==> config.mk <==
export PLATFORM = sky130hd
export DESIGN_NAME = nt_maint_msg
export DESIGN_NICKNAME = d
export VERILOG_FILES = /design/src/verilog/nt_maint_pkg.sv /design/src/verilog/nt_maint_msg.sv /design/src/verilog/nt_mf_timer.sv /design/src/verilog/nt_maint_rx.sv
export VERILOG_INCLUDE_DIRS = /design/src /design/src/verilog
export SDC_FILE = /design/constraint.sdc
export NUM_CORES = 1
export LEC_CHECK = 0
export BUFFER_PORTS_ARGS = -buffer_cell sky130_fd_sc_hd__buf_2
export CAP_MARGIN = 0
export CORE_MARGIN = 4
export CORE_UTILIZATION = 26
export CTS_BUF_LIST = sky130_fd_sc_hd__clkbuf_16
export CTS_CLUSTER_SIZE = 30
export DETAILED_ROUTE_END_ITERATION = 8
export PLACE_DENSITY = 0.4
export SKIP_LAST_GASP = 1
export SYNTH_ARGS = -nofsm -noshare
export SYNTH_HDL_FRONTEND = slang
export SYNTH_HIERARCHICAL = 1
export SYNTH_SLANG_ARGS = --single-unit
==> constraint.sdc <==
create_clock -name i_mclk -period 1.49 [get_ports i_mclk]
set_input_delay 0.149 -clock i_mclk [delete_from_list [all_inputs] [get_ports i_mclk]]
set_output_delay 0.149 -clock i_mclk [all_outputs]
set_load 0.005 [all_outputs]
==> src/verilog/nt_maint_defs.svh <==
// Constants for the layer 1 maintenance messaging block
`ifndef NT_MAINT_DEFS_SVH
`define NT_MAINT_DEFS_SVH

// ----------------------------------------------------------------
// Downstream character codes (first bit sent is the MSB)
// ----------------------------------------------------------------
`define DN_IDLE       4'h0
`define DN_PWR_LOSS   4'hf
`define DN_ST_PASS    4'h2
`define DN_ST_FAIL    4'h1
`define DN_ST_RUN     4'h7
`define DN_ERR_BOTH   4'hc
`define DN_ERR_IN     4'h8
`define DN_ERR_OUT    4'h4
`define DN_RX_LOSS    4'ha
`define DN_DISRUPT    4'h3
`define DN_MODEM      4'h6

// ----------------------------------------------------------------
// Upstream character codes
// ----------------------------------------------------------------
`define UP_IDLE       4'hf
`define UP_PWR_LOSS   4'h0
`define UP_ST_REQ     4'h1
`define UP_LOOP1      4'h7
`define UP_LOOP2      4'hb
`define UP_LOOP12     4'h3
`define UP_MODEM_A    4'hd
`define UP_MODEM_B    4'hc

// ----------------------------------------------------------------
// Repetition, acceptance and timing
// ----------------------------------------------------------------
`define MIN_REPEAT    3'd6
`define ACCEPT_COUNT  2'd3
`define RSVD_SC_FILL  16'h0000
`define MF_PERIOD_NS  5000000
`define CLK_PERIOD_NS 4
`define MF_CYCLES     (`MF_PERIOD_NS / `CLK_PERIOD_NS)

`endif

==> src/verilog/nt_maint_pkg.sv <==
// Types and shared functions of the maintenance messaging block
`include "nt_maint_defs.svh"

package nt_maint_pkg;

	// Downstream message classes, numbered in rising priority
	typedef enum logic [2:0] {
		cls_idle    = 3'h0,
		cls_modem   = 3'h1,
		cls_disrupt = 3'h2,
		cls_rx_loss = 3'h3,
		cls_loop    = 3'h4,
		cls_selftst = 3'h5,
		cls_pwr     = 3'h6
	} msg_class_t;

	// Upstream code is assigned or reserved
	function automatic logic up_code_valid(input logic [3:0] code);
		case (code)
			`UP_IDLE, `UP_PWR_LOSS, `UP_ST_REQ, `UP_LOOP1, `UP_LOOP2,
			`UP_LOOP12, `UP_MODEM_A, `UP_MODEM_B: up_code_valid = 1'b1;
			default: up_code_valid = 1'b0;
		endcase
	endfunction

endpackage

==> src/verilog/nt_maint_msg.sv <==
// Network-side layer 1 maintenance message sender and receiver
`timescale 1ns/1ps
`include "nt_maint_defs.svh"

module nt_maint_msg import nt_maint_pkg::*; #(
	parameter int         MF_CYCLES      = `MF_CYCLES,
	parameter bit         MODEM_ROLE     = 1'b0,
	parameter logic [3:0] LOOP1_IND_CODE = 4'hd,
	parameter logic [3:0] LOOP2_IND_CODE = 4'hb,
	parameter logic [3:0] LOOP12_IND_CODE = 4'h9
) (
	// Clock and reset
	input  wire logic        i_mclk,
	input  wire logic        i_arst_n,
	// Upstream characters from the frame logic
	input  wire logic        i_up_strobe,
	input  wire logic [3:0]  i_up_char,
	// Network-side condition pins
	input  wire logic        i_pwr_fail,
	input  wire logic        i_net_sig_lost,
	// Block error events
	input  wire logic        i_blk_err_in,
	input  wire logic        i_blk_err_out,
	// Self test
	input  wire logic        i_selftest_running,
	input  wire logic        i_selftest_done,
	input  wire logic        i_selftest_pass,
	// Other downstream conditions
	input  wire logic        i_disruptive_op,
	input  wire logic        i_modem_master,
	// Downstream characters to the frame logic
	output logic             o_mf_tick,
	output logic [3:0]       o_sc1_char,
	output logic [15:0]      o_rsvd_sc_chars,
	// Requests accepted from the terminals
	output logic             o_loop_first,
	output logic             o_loop_second,
	output logic             o_selftest_req,
	output logic             o_te_power_loss
);

	// ------------------------------------------------------------
	// Reset release and pin synchronisers
	// ------------------------------------------------------------
	logic rst_meta_reg, rst_n;
	logic pwr_meta_reg, pwr_reg;
	logic lost_meta_reg, lost_reg;

	// Reset asserts at once and releases two edges later
	always_ff @(posedge i_mclk or negedge i_arst_n) begin
		if (!i_arst_n) begin
			rst_meta_reg <= 1'b0;
			rst_n        <= 1'b0;
		end else begin
			rst_meta_reg <= 1'b1;
			rst_n        <= rst_meta_reg;
		end
	end

	// Pins are asynchronous to the clock
	always_ff @(posedge i_mclk or negedge rst_n) begin
		if (!rst_n) begin
			pwr_meta_reg  <= 1'b0;
			pwr_reg       <= 1'b0;
			lost_meta_reg <= 1'b0;
			lost_reg      <= 1'b0;
		end else begin
			pwr_meta_reg  <= i_pwr_fail;
			pwr_reg       <= pwr_meta_reg;
			lost_meta_reg <= i_net_sig_lost;
			lost_reg      <= lost_meta_reg;
		end
	end

	// ------------------------------------------------------------
	// Multiframe timing and upstream acceptance
	// ------------------------------------------------------------
	logic       tick;
	logic       acc;
	logic [3:0] acc_code;

	nt_mf_timer #(.CYCLES(MF_CYCLES)) u_timer (
		.i_clk   (i_mclk),
		.i_rst_n (rst_n),
		.o_tick  (tick)
	);

	nt_maint_rx u_rx (
		.i_clk      (i_mclk),
		.i_rst_n    (rst_n),
		.i_strobe   (i_up_strobe),
		.i_char     (i_up_char),
		.o_acc      (acc),
		.o_acc_code (acc_code)
	);

	// ------------------------------------------------------------
	// Accepted upstream messages
	// ------------------------------------------------------------
	logic loop1_reg, loop1_next;
	logic loop2_reg, loop2_next;
	logic st_seen_reg, st_seen_next;
	logic st_req_reg, st_req_next;
	logic te_pl_reg, te_pl_next;

	// Loops hold while requested; any other accepted code releases
	always_comb begin
		loop1_next   = loop1_reg;
		loop2_next   = loop2_reg;
		st_seen_next = st_seen_reg;
		te_pl_next   = te_pl_reg;
		st_req_next  = 1'b0;
		if (acc) begin
			loop1_next   = (acc_code == `UP_LOOP1) || (acc_code == `UP_LOOP12);
			loop2_next   = (acc_code == `UP_LOOP2) || (acc_code == `UP_LOOP12);
			st_seen_next = (acc_code == `UP_ST_REQ);
			st_req_next  = (acc_code == `UP_ST_REQ) && !st_seen_reg;
			te_pl_next   = (acc_code == `UP_PWR_LOSS);
		end
	end

	always_ff @(posedge i_mclk or negedge rst_n) begin
		if (!rst_n) begin
			loop1_reg   <= 1'b0;
			loop2_reg   <= 1'b0;
			st_seen_reg <= 1'b0;
			st_req_reg  <= 1'b0;
			te_pl_reg   <= 1'b0;
		end else begin
			loop1_reg   <= loop1_next;
			loop2_reg   <= loop2_next;
			st_seen_reg <= st_seen_next;
			st_req_reg  <= st_req_next;
			te_pl_reg   <= te_pl_next;
		end
	end

	// ------------------------------------------------------------
	// Downstream message selection
	// ------------------------------------------------------------
	msg_class_t cls_reg, cls_next, cand;
	logic [2:0] rep_reg, rep_next;
	logic       rep_done;
	logic       st_rpt_reg, st_rpt_next;
	logic       st_pass_reg, st_pass_next;
	logic       err_in_reg, err_in_next;
	logic       err_out_reg, err_out_next;
	logic       err_now_reg, err_now_next;
	logic [3:0] char_reg, char_next;
	logic       send_err;

	// Code carried by each class; unassigned codes never appear
	function automatic logic [3:0] class_code(input msg_class_t c, input logic run,
		input logic pass, input logic l1, input logic l2);
		case (c)
			cls_pwr:     class_code = `DN_PWR_LOSS;
			cls_selftst: class_code = run ? `DN_ST_RUN
				: (pass ? `DN_ST_PASS : `DN_ST_FAIL);
			cls_loop:    class_code = (l1 && l2) ? LOOP12_IND_CODE
				: (l1 ? LOOP1_IND_CODE : LOOP2_IND_CODE);
			cls_rx_loss: class_code = `DN_RX_LOSS;
			cls_disrupt: class_code = `DN_DISRUPT;
			cls_modem:   class_code = `DN_MODEM;
			default:     class_code = `DN_IDLE;
		endcase
	endfunction

	// Highest pending class; ordering sets the rank, the boundary update decides pre-emption
	always_comb begin
		if (pwr_reg) begin
			cand = cls_pwr;
		end else if (i_selftest_running || st_rpt_reg) begin
			cand = cls_selftst;
		end else if (loop1_reg || loop2_reg) begin
			cand = cls_loop;
		end else if (lost_reg) begin
			cand = cls_rx_loss;
		end else if (i_disruptive_op) begin
			cand = cls_disrupt;
		end else if (MODEM_ROLE && i_modem_master) begin
			cand = cls_modem;
		end else begin
			cand = cls_idle;
		end
	end

	assign rep_done = (rep_reg >= `MIN_REPEAT);
	assign send_err = (err_in_reg || err_out_reg) && !lost_reg && (cls_next != cls_pwr)
		&& (cls_next != cls_selftst);

	// Boundary update: switch up at once (disruptive operation only from idle), down only after six repeats
	always_comb begin
		cls_next     = cls_reg;
		rep_next     = rep_reg;
		char_next    = char_reg;
		err_now_next = err_now_reg;
		st_rpt_next  = st_rpt_reg;
		st_pass_next = st_pass_reg;
		err_in_next  = err_in_reg;
		err_out_next = err_out_reg;
		if (tick) begin
			// Disruptive operation may only break into idle, never another message
			if ((cand > cls_reg && cand != cls_disrupt)
				|| (cand != cls_reg && (rep_done || cls_reg == cls_idle))) begin
				cls_next = cand;
				rep_next = 3'd1;
			end else if (!rep_done) begin
				rep_next = rep_reg + 3'd1;
			end
			err_now_next = send_err;
			if (send_err) begin
				char_next    = (err_in_reg && err_out_reg) ? `DN_ERR_BOTH
					: (err_in_reg ? `DN_ERR_IN : `DN_ERR_OUT);
				err_in_next  = 1'b0;
				err_out_next = 1'b0;
			end else begin
				char_next = class_code(cls_next, i_selftest_running,
					st_pass_reg, loop1_reg, loop2_reg);
			end
			// Pass or fail report retires after its six repeats
			if (cls_reg == cls_selftst && !i_selftest_running && rep_next >= `MIN_REPEAT) begin
				st_rpt_next = 1'b0;
			end
		end
		// Events landing on a clear are kept: sets come last
		if (i_selftest_done) begin
			st_rpt_next  = 1'b1;
			st_pass_next = i_selftest_pass;
			// Report is a new code, so its six repeats start afresh
			if (cls_next == cls_selftst) begin
				rep_next = 3'd0;
			end
		end
		if (i_blk_err_in && !lost_reg) begin
			err_in_next = 1'b1;
		end
		if (i_blk_err_out && !lost_reg) begin
			err_out_next = 1'b1;
		end
		// Reports pending at signal loss are dropped rather than sent late
		if (lost_reg) begin
			err_in_next  = 1'b0;
			err_out_next = 1'b0;
		end
	end

	always_ff @(posedge i_mclk or negedge rst_n) begin
		if (!rst_n) begin
			cls_reg     <= cls_idle;
			rep_reg     <= 3'd0;
			char_reg    <= `DN_IDLE;
			err_now_reg <= 1'b0;
			st_rpt_reg  <= 1'b0;
			st_pass_reg <= 1'b0;
			err_in_reg  <= 1'b0;
			err_out_reg <= 1'b0;
		end else begin
			cls_reg     <= cls_next;
			rep_reg     <= rep_next;
			char_reg    <= char_next;
			err_now_reg <= err_now_next;
			st_rpt_reg  <= st_rpt_next;
			st_pass_reg <= st_pass_next;
			err_in_reg  <= err_in_next;
			err_out_reg <= err_out_next;
		end
	end

	// ------------------------------------------------------------
	// Outputs
	// ------------------------------------------------------------
	assign o_mf_tick       = tick;
	assign o_sc1_char      = char_reg;
	assign o_rsvd_sc_chars = `RSVD_SC_FILL;
	assign o_loop_first    = loop1_reg;
	assign o_loop_second   = loop2_reg;
	assign o_selftest_req  = st_req_reg;
	assign o_te_power_loss = te_pl_reg;
endmodule

==> src/verilog/nt_mf_timer.sv <==
// Multiframe divider: one-cycle enable per multiframe period
`timescale 1ns/1ps
`include "nt_maint_defs.svh"

module nt_mf_timer import nt_maint_pkg::*; #(
	parameter int CYCLES = `MF_CYCLES
) (
	// Clock and synchronised reset
	input  wire logic i_clk,
	input  wire logic i_rst_n,
	// Multiframe boundary enable
	output logic      o_tick
);

	localparam int W = (CYCLES > 2) ? $clog2(CYCLES) : 1;
	localparam logic [W-1:0] LAST = W'(CYCLES - 1);

	logic [W-1:0] cnt_reg;
	logic [W-1:0] cnt_next;

	// Wrap at the period end
	always_comb begin
		if (cnt_reg == LAST) begin
			cnt_next = '0;
		end else begin
			cnt_next = cnt_reg + W'(1);
		end
	end

	always_ff @(posedge i_clk or negedge i_rst_n) begin
		if (!i_rst_n) begin
			cnt_reg <= '0;
		end else begin
			cnt_reg <= cnt_next;
		end
	end

	assign o_tick = (cnt_reg == LAST);

endmodule

==> src/verilog/nt_maint_rx.sv <==
// Upstream character acceptance after consecutive identical codes
`timescale 1ns/1ps
`include "nt_maint_defs.svh"

module nt_maint_rx import nt_maint_pkg::*; (
	// Clock and synchronised reset
	input  wire logic       i_clk,
	input  wire logic       i_rst_n,
	// Received upstream character, one per multiframe
	input  wire logic       i_strobe,
	input  wire logic [3:0] i_char,
	// Accepted message, pulse per character once accepted
	output logic            o_acc,
	output logic [3:0]      o_acc_code
);

	logic [3:0] last_reg, last_next;
	logic [1:0] run_reg, run_next;
	logic       acc_reg, acc_next;

	// Count repeats of the same valid code, saturating at acceptance
	always_comb begin
		last_next = last_reg;
		run_next  = run_reg;
		acc_next  = 1'b0;
		if (i_strobe) begin
			last_next = i_char;
			if (!up_code_valid(i_char)) begin
				run_next = 2'd0;
			end else if (i_char == last_reg && run_reg != 2'd0) begin
				run_next = (run_reg == `ACCEPT_COUNT) ? run_reg : run_reg + 2'd1;
			end else begin
				run_next = 2'd1;
			end
			acc_next = (run_next == `ACCEPT_COUNT);
		end
	end

	always_ff @(posedge i_clk or negedge i_rst_n) begin
		if (!i_rst_n) begin
			last_reg <= `UP_IDLE;
			run_reg  <= 2'd0;
			acc_reg  <= 1'b0;
		end else begin
			last_reg <= last_next;
			run_reg  <= run_next;
			acc_reg  <= acc_next;
		end
	end

	assign o_acc      = acc_reg;
	assign o_acc_code = last_reg;
endmodule

==> flow_summary.json <==
{
  "synthTopCellsByArea": "dfrtp_1 (40%), xnor2_1 (4.3%), buf_4 (4.2%), dfstp_2 (3.4%), nand2_1 (3.4%)",
  "min_from": "i_blk_err_out",
  "io_buffers": 23,
  "yosysTopAreaCellShare_pct": 40.13,
  "grt_pass1_wl_um": 12930,
  "antenna_found_initial": 0,
  "p_leak_nw": 2.125,
  "dieArea_um2": 13550,
  "timing.rr.start": "st_rpt_reg$_DFFE_PN0P_",
  "initial_core_util_pct": 26.64,
  "dp_hpwl_um": 5886,
  "status": "finished with violations",
  "layout.cells.non_filler": 560,
  "post-route-period-util_pct": 171.0,
  "drive_above_1_share_pct": 46.76,
  "startpoint_type": "flop",
  "synth_cells": 302,
  "yosysWarningCount": 6,
  "viasPerCell": 4.545,
  "cp.arrival_ns": 2.79,
  "grt-ovfl-total": 0,
  "drc": 0,
  "clkLatencyLatePin_ns": 0.30,
  "worstHoldEndpoint": "err_out_reg$_DFFE_PN0P_",
  "clockBufferDepth": 2,
  "largest_reg_flops": 21,
  "worstPathCellList": "or2_4, o21ai_4, ha_4, and3_4, buf_12, nor3_4, mux2_4, a221oi_2, o22a_1",
  "fp.dieW_um": 116.4,
  "fmax_mhz": 392.4,
  "drt-initial-drc-count": 85,
  "worst_slack_ns": -1.058,
  "r2r_setup_slack_ns": -1.06,
  "synthArstFlopShare_pct": 100.0,
  "synth_edf_count": 0,
  "num-fill-cells": 1135,
  "busiest_layer": "met2",
  "yosysTopAreaCell": "dfrtp_1",
  "grt_pass1_vias": 2594,
  "antenna_cells": 0,
  "critPathRequiredTime_ns": 1.73,
  "root_buffer": "clkbuf_16",
  "dpl.cell_count": 531,
  "area_delta_synth_final_pct": 46.19,
  "final_nets": 438,
  "yosys_register_bits": 53,
  "r2r_end": "o_sc1_char[3]$_DFFE_PN0P_",
  "cts_tree": "yes",
  "grt_util_met3_pct": 2.487,
  "drtAntennaViolNets": 0,
  "hold_viol": 0,
  "ir_worst_vdd_mv": 0.5692,
  "wl_per_cell_um": 14.09,
  "core_um2": 11470,
  "synth_cell_types": 63,
  "gp_congestion": 0.7917,
  "violations": "setup timing",
  "worstRegToRegCells": 9,
  "grt_use_met1_pct": 16.66,
  "track_usage_pct": 12.26,
  "p_per_area_nw_per_um2": 698.4,
  "grt_start_max_net_pins": 18,
  "h-tree-depth": 2,
  "rows": 39,
  "cp_max_fo": 3,
  "numCtsBuffers": 5,
  "setup_viol": 22,
  "die_height_um": 116.4,
  "netlist_area_um2": 3055,
  "cp-end-kind": "flop",
  "critPathMaxStageDelay_ns": 0.43,
  "maxCapViolCount": 0,
  "finalCriticalPeriod_ns": 2.548,
  "vias": 2545,
  "synth_seq_area_share_pct": 43.57,
  "min_path_cells": 3,
  "clkSinkCount": 53,
  "setup-tns-final_ns": -12.66,
  "slew_violations": 0,
  "rsz0062_at_grt": "true",
  "dr.pass1.iters": 4,
  "crit_type": "reg2reg",
  "yosysMostFrequentCell": "dfrtp_1",
  "totalWireLength_um": 7892,
  "seqCellArea_um2": 1334,
  "synth.top_cells.by_count": "dfrtp_1 (49), nand2_1 (28), nor2_1 (27)",
  "hold_class": "in2reg",
  "grtUsageMet2_pct": 20.06,
  "multiInputGateArea_um2": 1897,
  "skew_ns": 0.005227,
  "io_pins": 41,
  "startpoint": "st_rpt_reg$_DFFE_PN0P_",
  "syn_avg_cell_area_um2": 10.12,
  "cp_slowest_cell": "dfrtp_1",
  "clkTransAtPathRegs_ns": 0.07,
  "synth_flop_cell": "dfrtp_1"
}
[layout by cell type, fill, tap and decap left out, types with 3 or more instances in the layout]
cell type | Yosys | routed
nand4_4 | 2 | 3
clkbuf_16 | 0 | 5
dfstp_2 | 4 | 4
mux2_4 | 3 | 4
buf_2 | 3 | 22
nand4_1 | 4 | 4
nand3_4 | 0 | 3
o21ai_0 | 12 | 6
buf_6 | 0 | 12
nor2_1 | 27 | 21
conb_1 | 2 | 17
inv_1 | 14 | 14
and3_1 | 6 | 3
xnor2_1 | 15 | 13
a21oi_1 | 9 | 7
nand3_1 | 12 | 8
and3_4 | 0 | 4
buf_4 | 17 | 75
xor2_1 | 8 | 8
nor4_2 | 0 | 3
nor3_4 | 1 | 5
o21ai_2 | 1 | 3
nor3_1 | 6 | 3
o21ai_4 | 1 | 4
dlygate4sd3_1 | 0 | 3
nor2b_1 | 3 | 3
nor2_4 | 0 | 4
dfrtp_1 | 49 | 47
nand2b_1 | 4 | 3
nor4_1 | 6 | 3
and2_1 | 3 | 3
mux2_2 | 8 | 7
ha_4 | 0 | 3
nor2_2 | 1 | 3
nand2_1 | 28 | 26
[power breakdown]
part	internal, mW	switching [mW]	total [mW]	leakage (nW)
clock	0.629	0.589	1.22	0.0718
combinational	0.185	0.184	0.369	1.41
sequential	1.49	0.0430	1.53	0.646
[routing by layer]
| layer | share of wire (%) | routed length, µm |
|---|---|---|
| met4 | 1.0 | 80 |
| met3 | 2.8 | 224 |
| met2 | 48 | 3791 |
| met1 | 48 | 3797 |
| met5 | 0 | 0 |
[cells by family (layout without fill, tap and decap cells)]
kind of cell | count (synthesis) | in the layout | share of synthesized area (%)
XOR/XNOR | 23 | 23 | 6.593
AO/OA/AOI/OAI | 51 | 51 | 13.15
AND/OR/NAND/NOR | 119 | 119 | 22.40
buffers and inverters | 35 | 135 | 6.511
flip-flops | 53 | 53 | 43.57
multiplexers | 13 | 13 | 5.078
other | 2 | 17 | 0.2458
adder cells (fa/ha/maj) | 6 | 6 | 2.457
[critical path, delay by kind of cell (launching register included)]
family                     cells  cell delay [ns]
buffers and inverters          1             0.12
muxes                          1             0.35
and+or+nand+nor                3             0.74
DFF                            1             0.43
adders and majority gates      1             0.23
AOI/OAI and AO/OA              3             0.61
[worst max path at each step]
stage | end | slack [ns]
after global placement | o_sc1_char[3]$_DFFE_PN0P_ | -1.02
after global routing | o_sc1_char[3]$_DFFE_PN0P_ | -1.15
after CTS | o_sc1_char[3]$_DFFE_PN0P_ | -1.02
final | o_sc1_char[3]$_DFFE_PN0P_ | -1.06
after detailed placement | o_sc1_char[3]$_DFFE_PN0P_ | -1.08
after floorplan | o_sc1_char[3]$_DFFE_PN0P_ | -1.07
[what timing repair did]
action                                  in CTS  in global routing
hold buffers                                 3                  0
hold endpoints to repair                     4                  0
endpoints found under the setup margin      26                 30
pin swaps                                   29                 19
resized for setup                           31                 22
setup buffers                               15                  7
[final cells by class]
cell class              count  share of cell area, %
multi-input cells         229                  42.47
flip-flops and latches     53                  29.86
repair buffers            113                  19.22
well taps                 143                  4.006
clock buffers               5                  2.801
inverters                  14                  1.176
clock inverters             3                 0.4762
[stage by stage]
stage	util (%)	setup slack [ns]	total power, mW	area [µm²]	hold slack (ns)
after floorplan	-	-1.066	1.778	3229	-0.1466
after detailed placement	34.02	-1.075	1.896	3901	-0.06316
after global placement	34.02	-1.024	1.896	3901	-0.06393
final	38.95	-1.058	3.120	4467	0.07089
after CTS	37.71	-1.017	3.162	4324	0.06367
after global routing	38.95	-1.149	3.267	4467	0.07502
No activity file was read; power rests on OpenSTA's default activity.
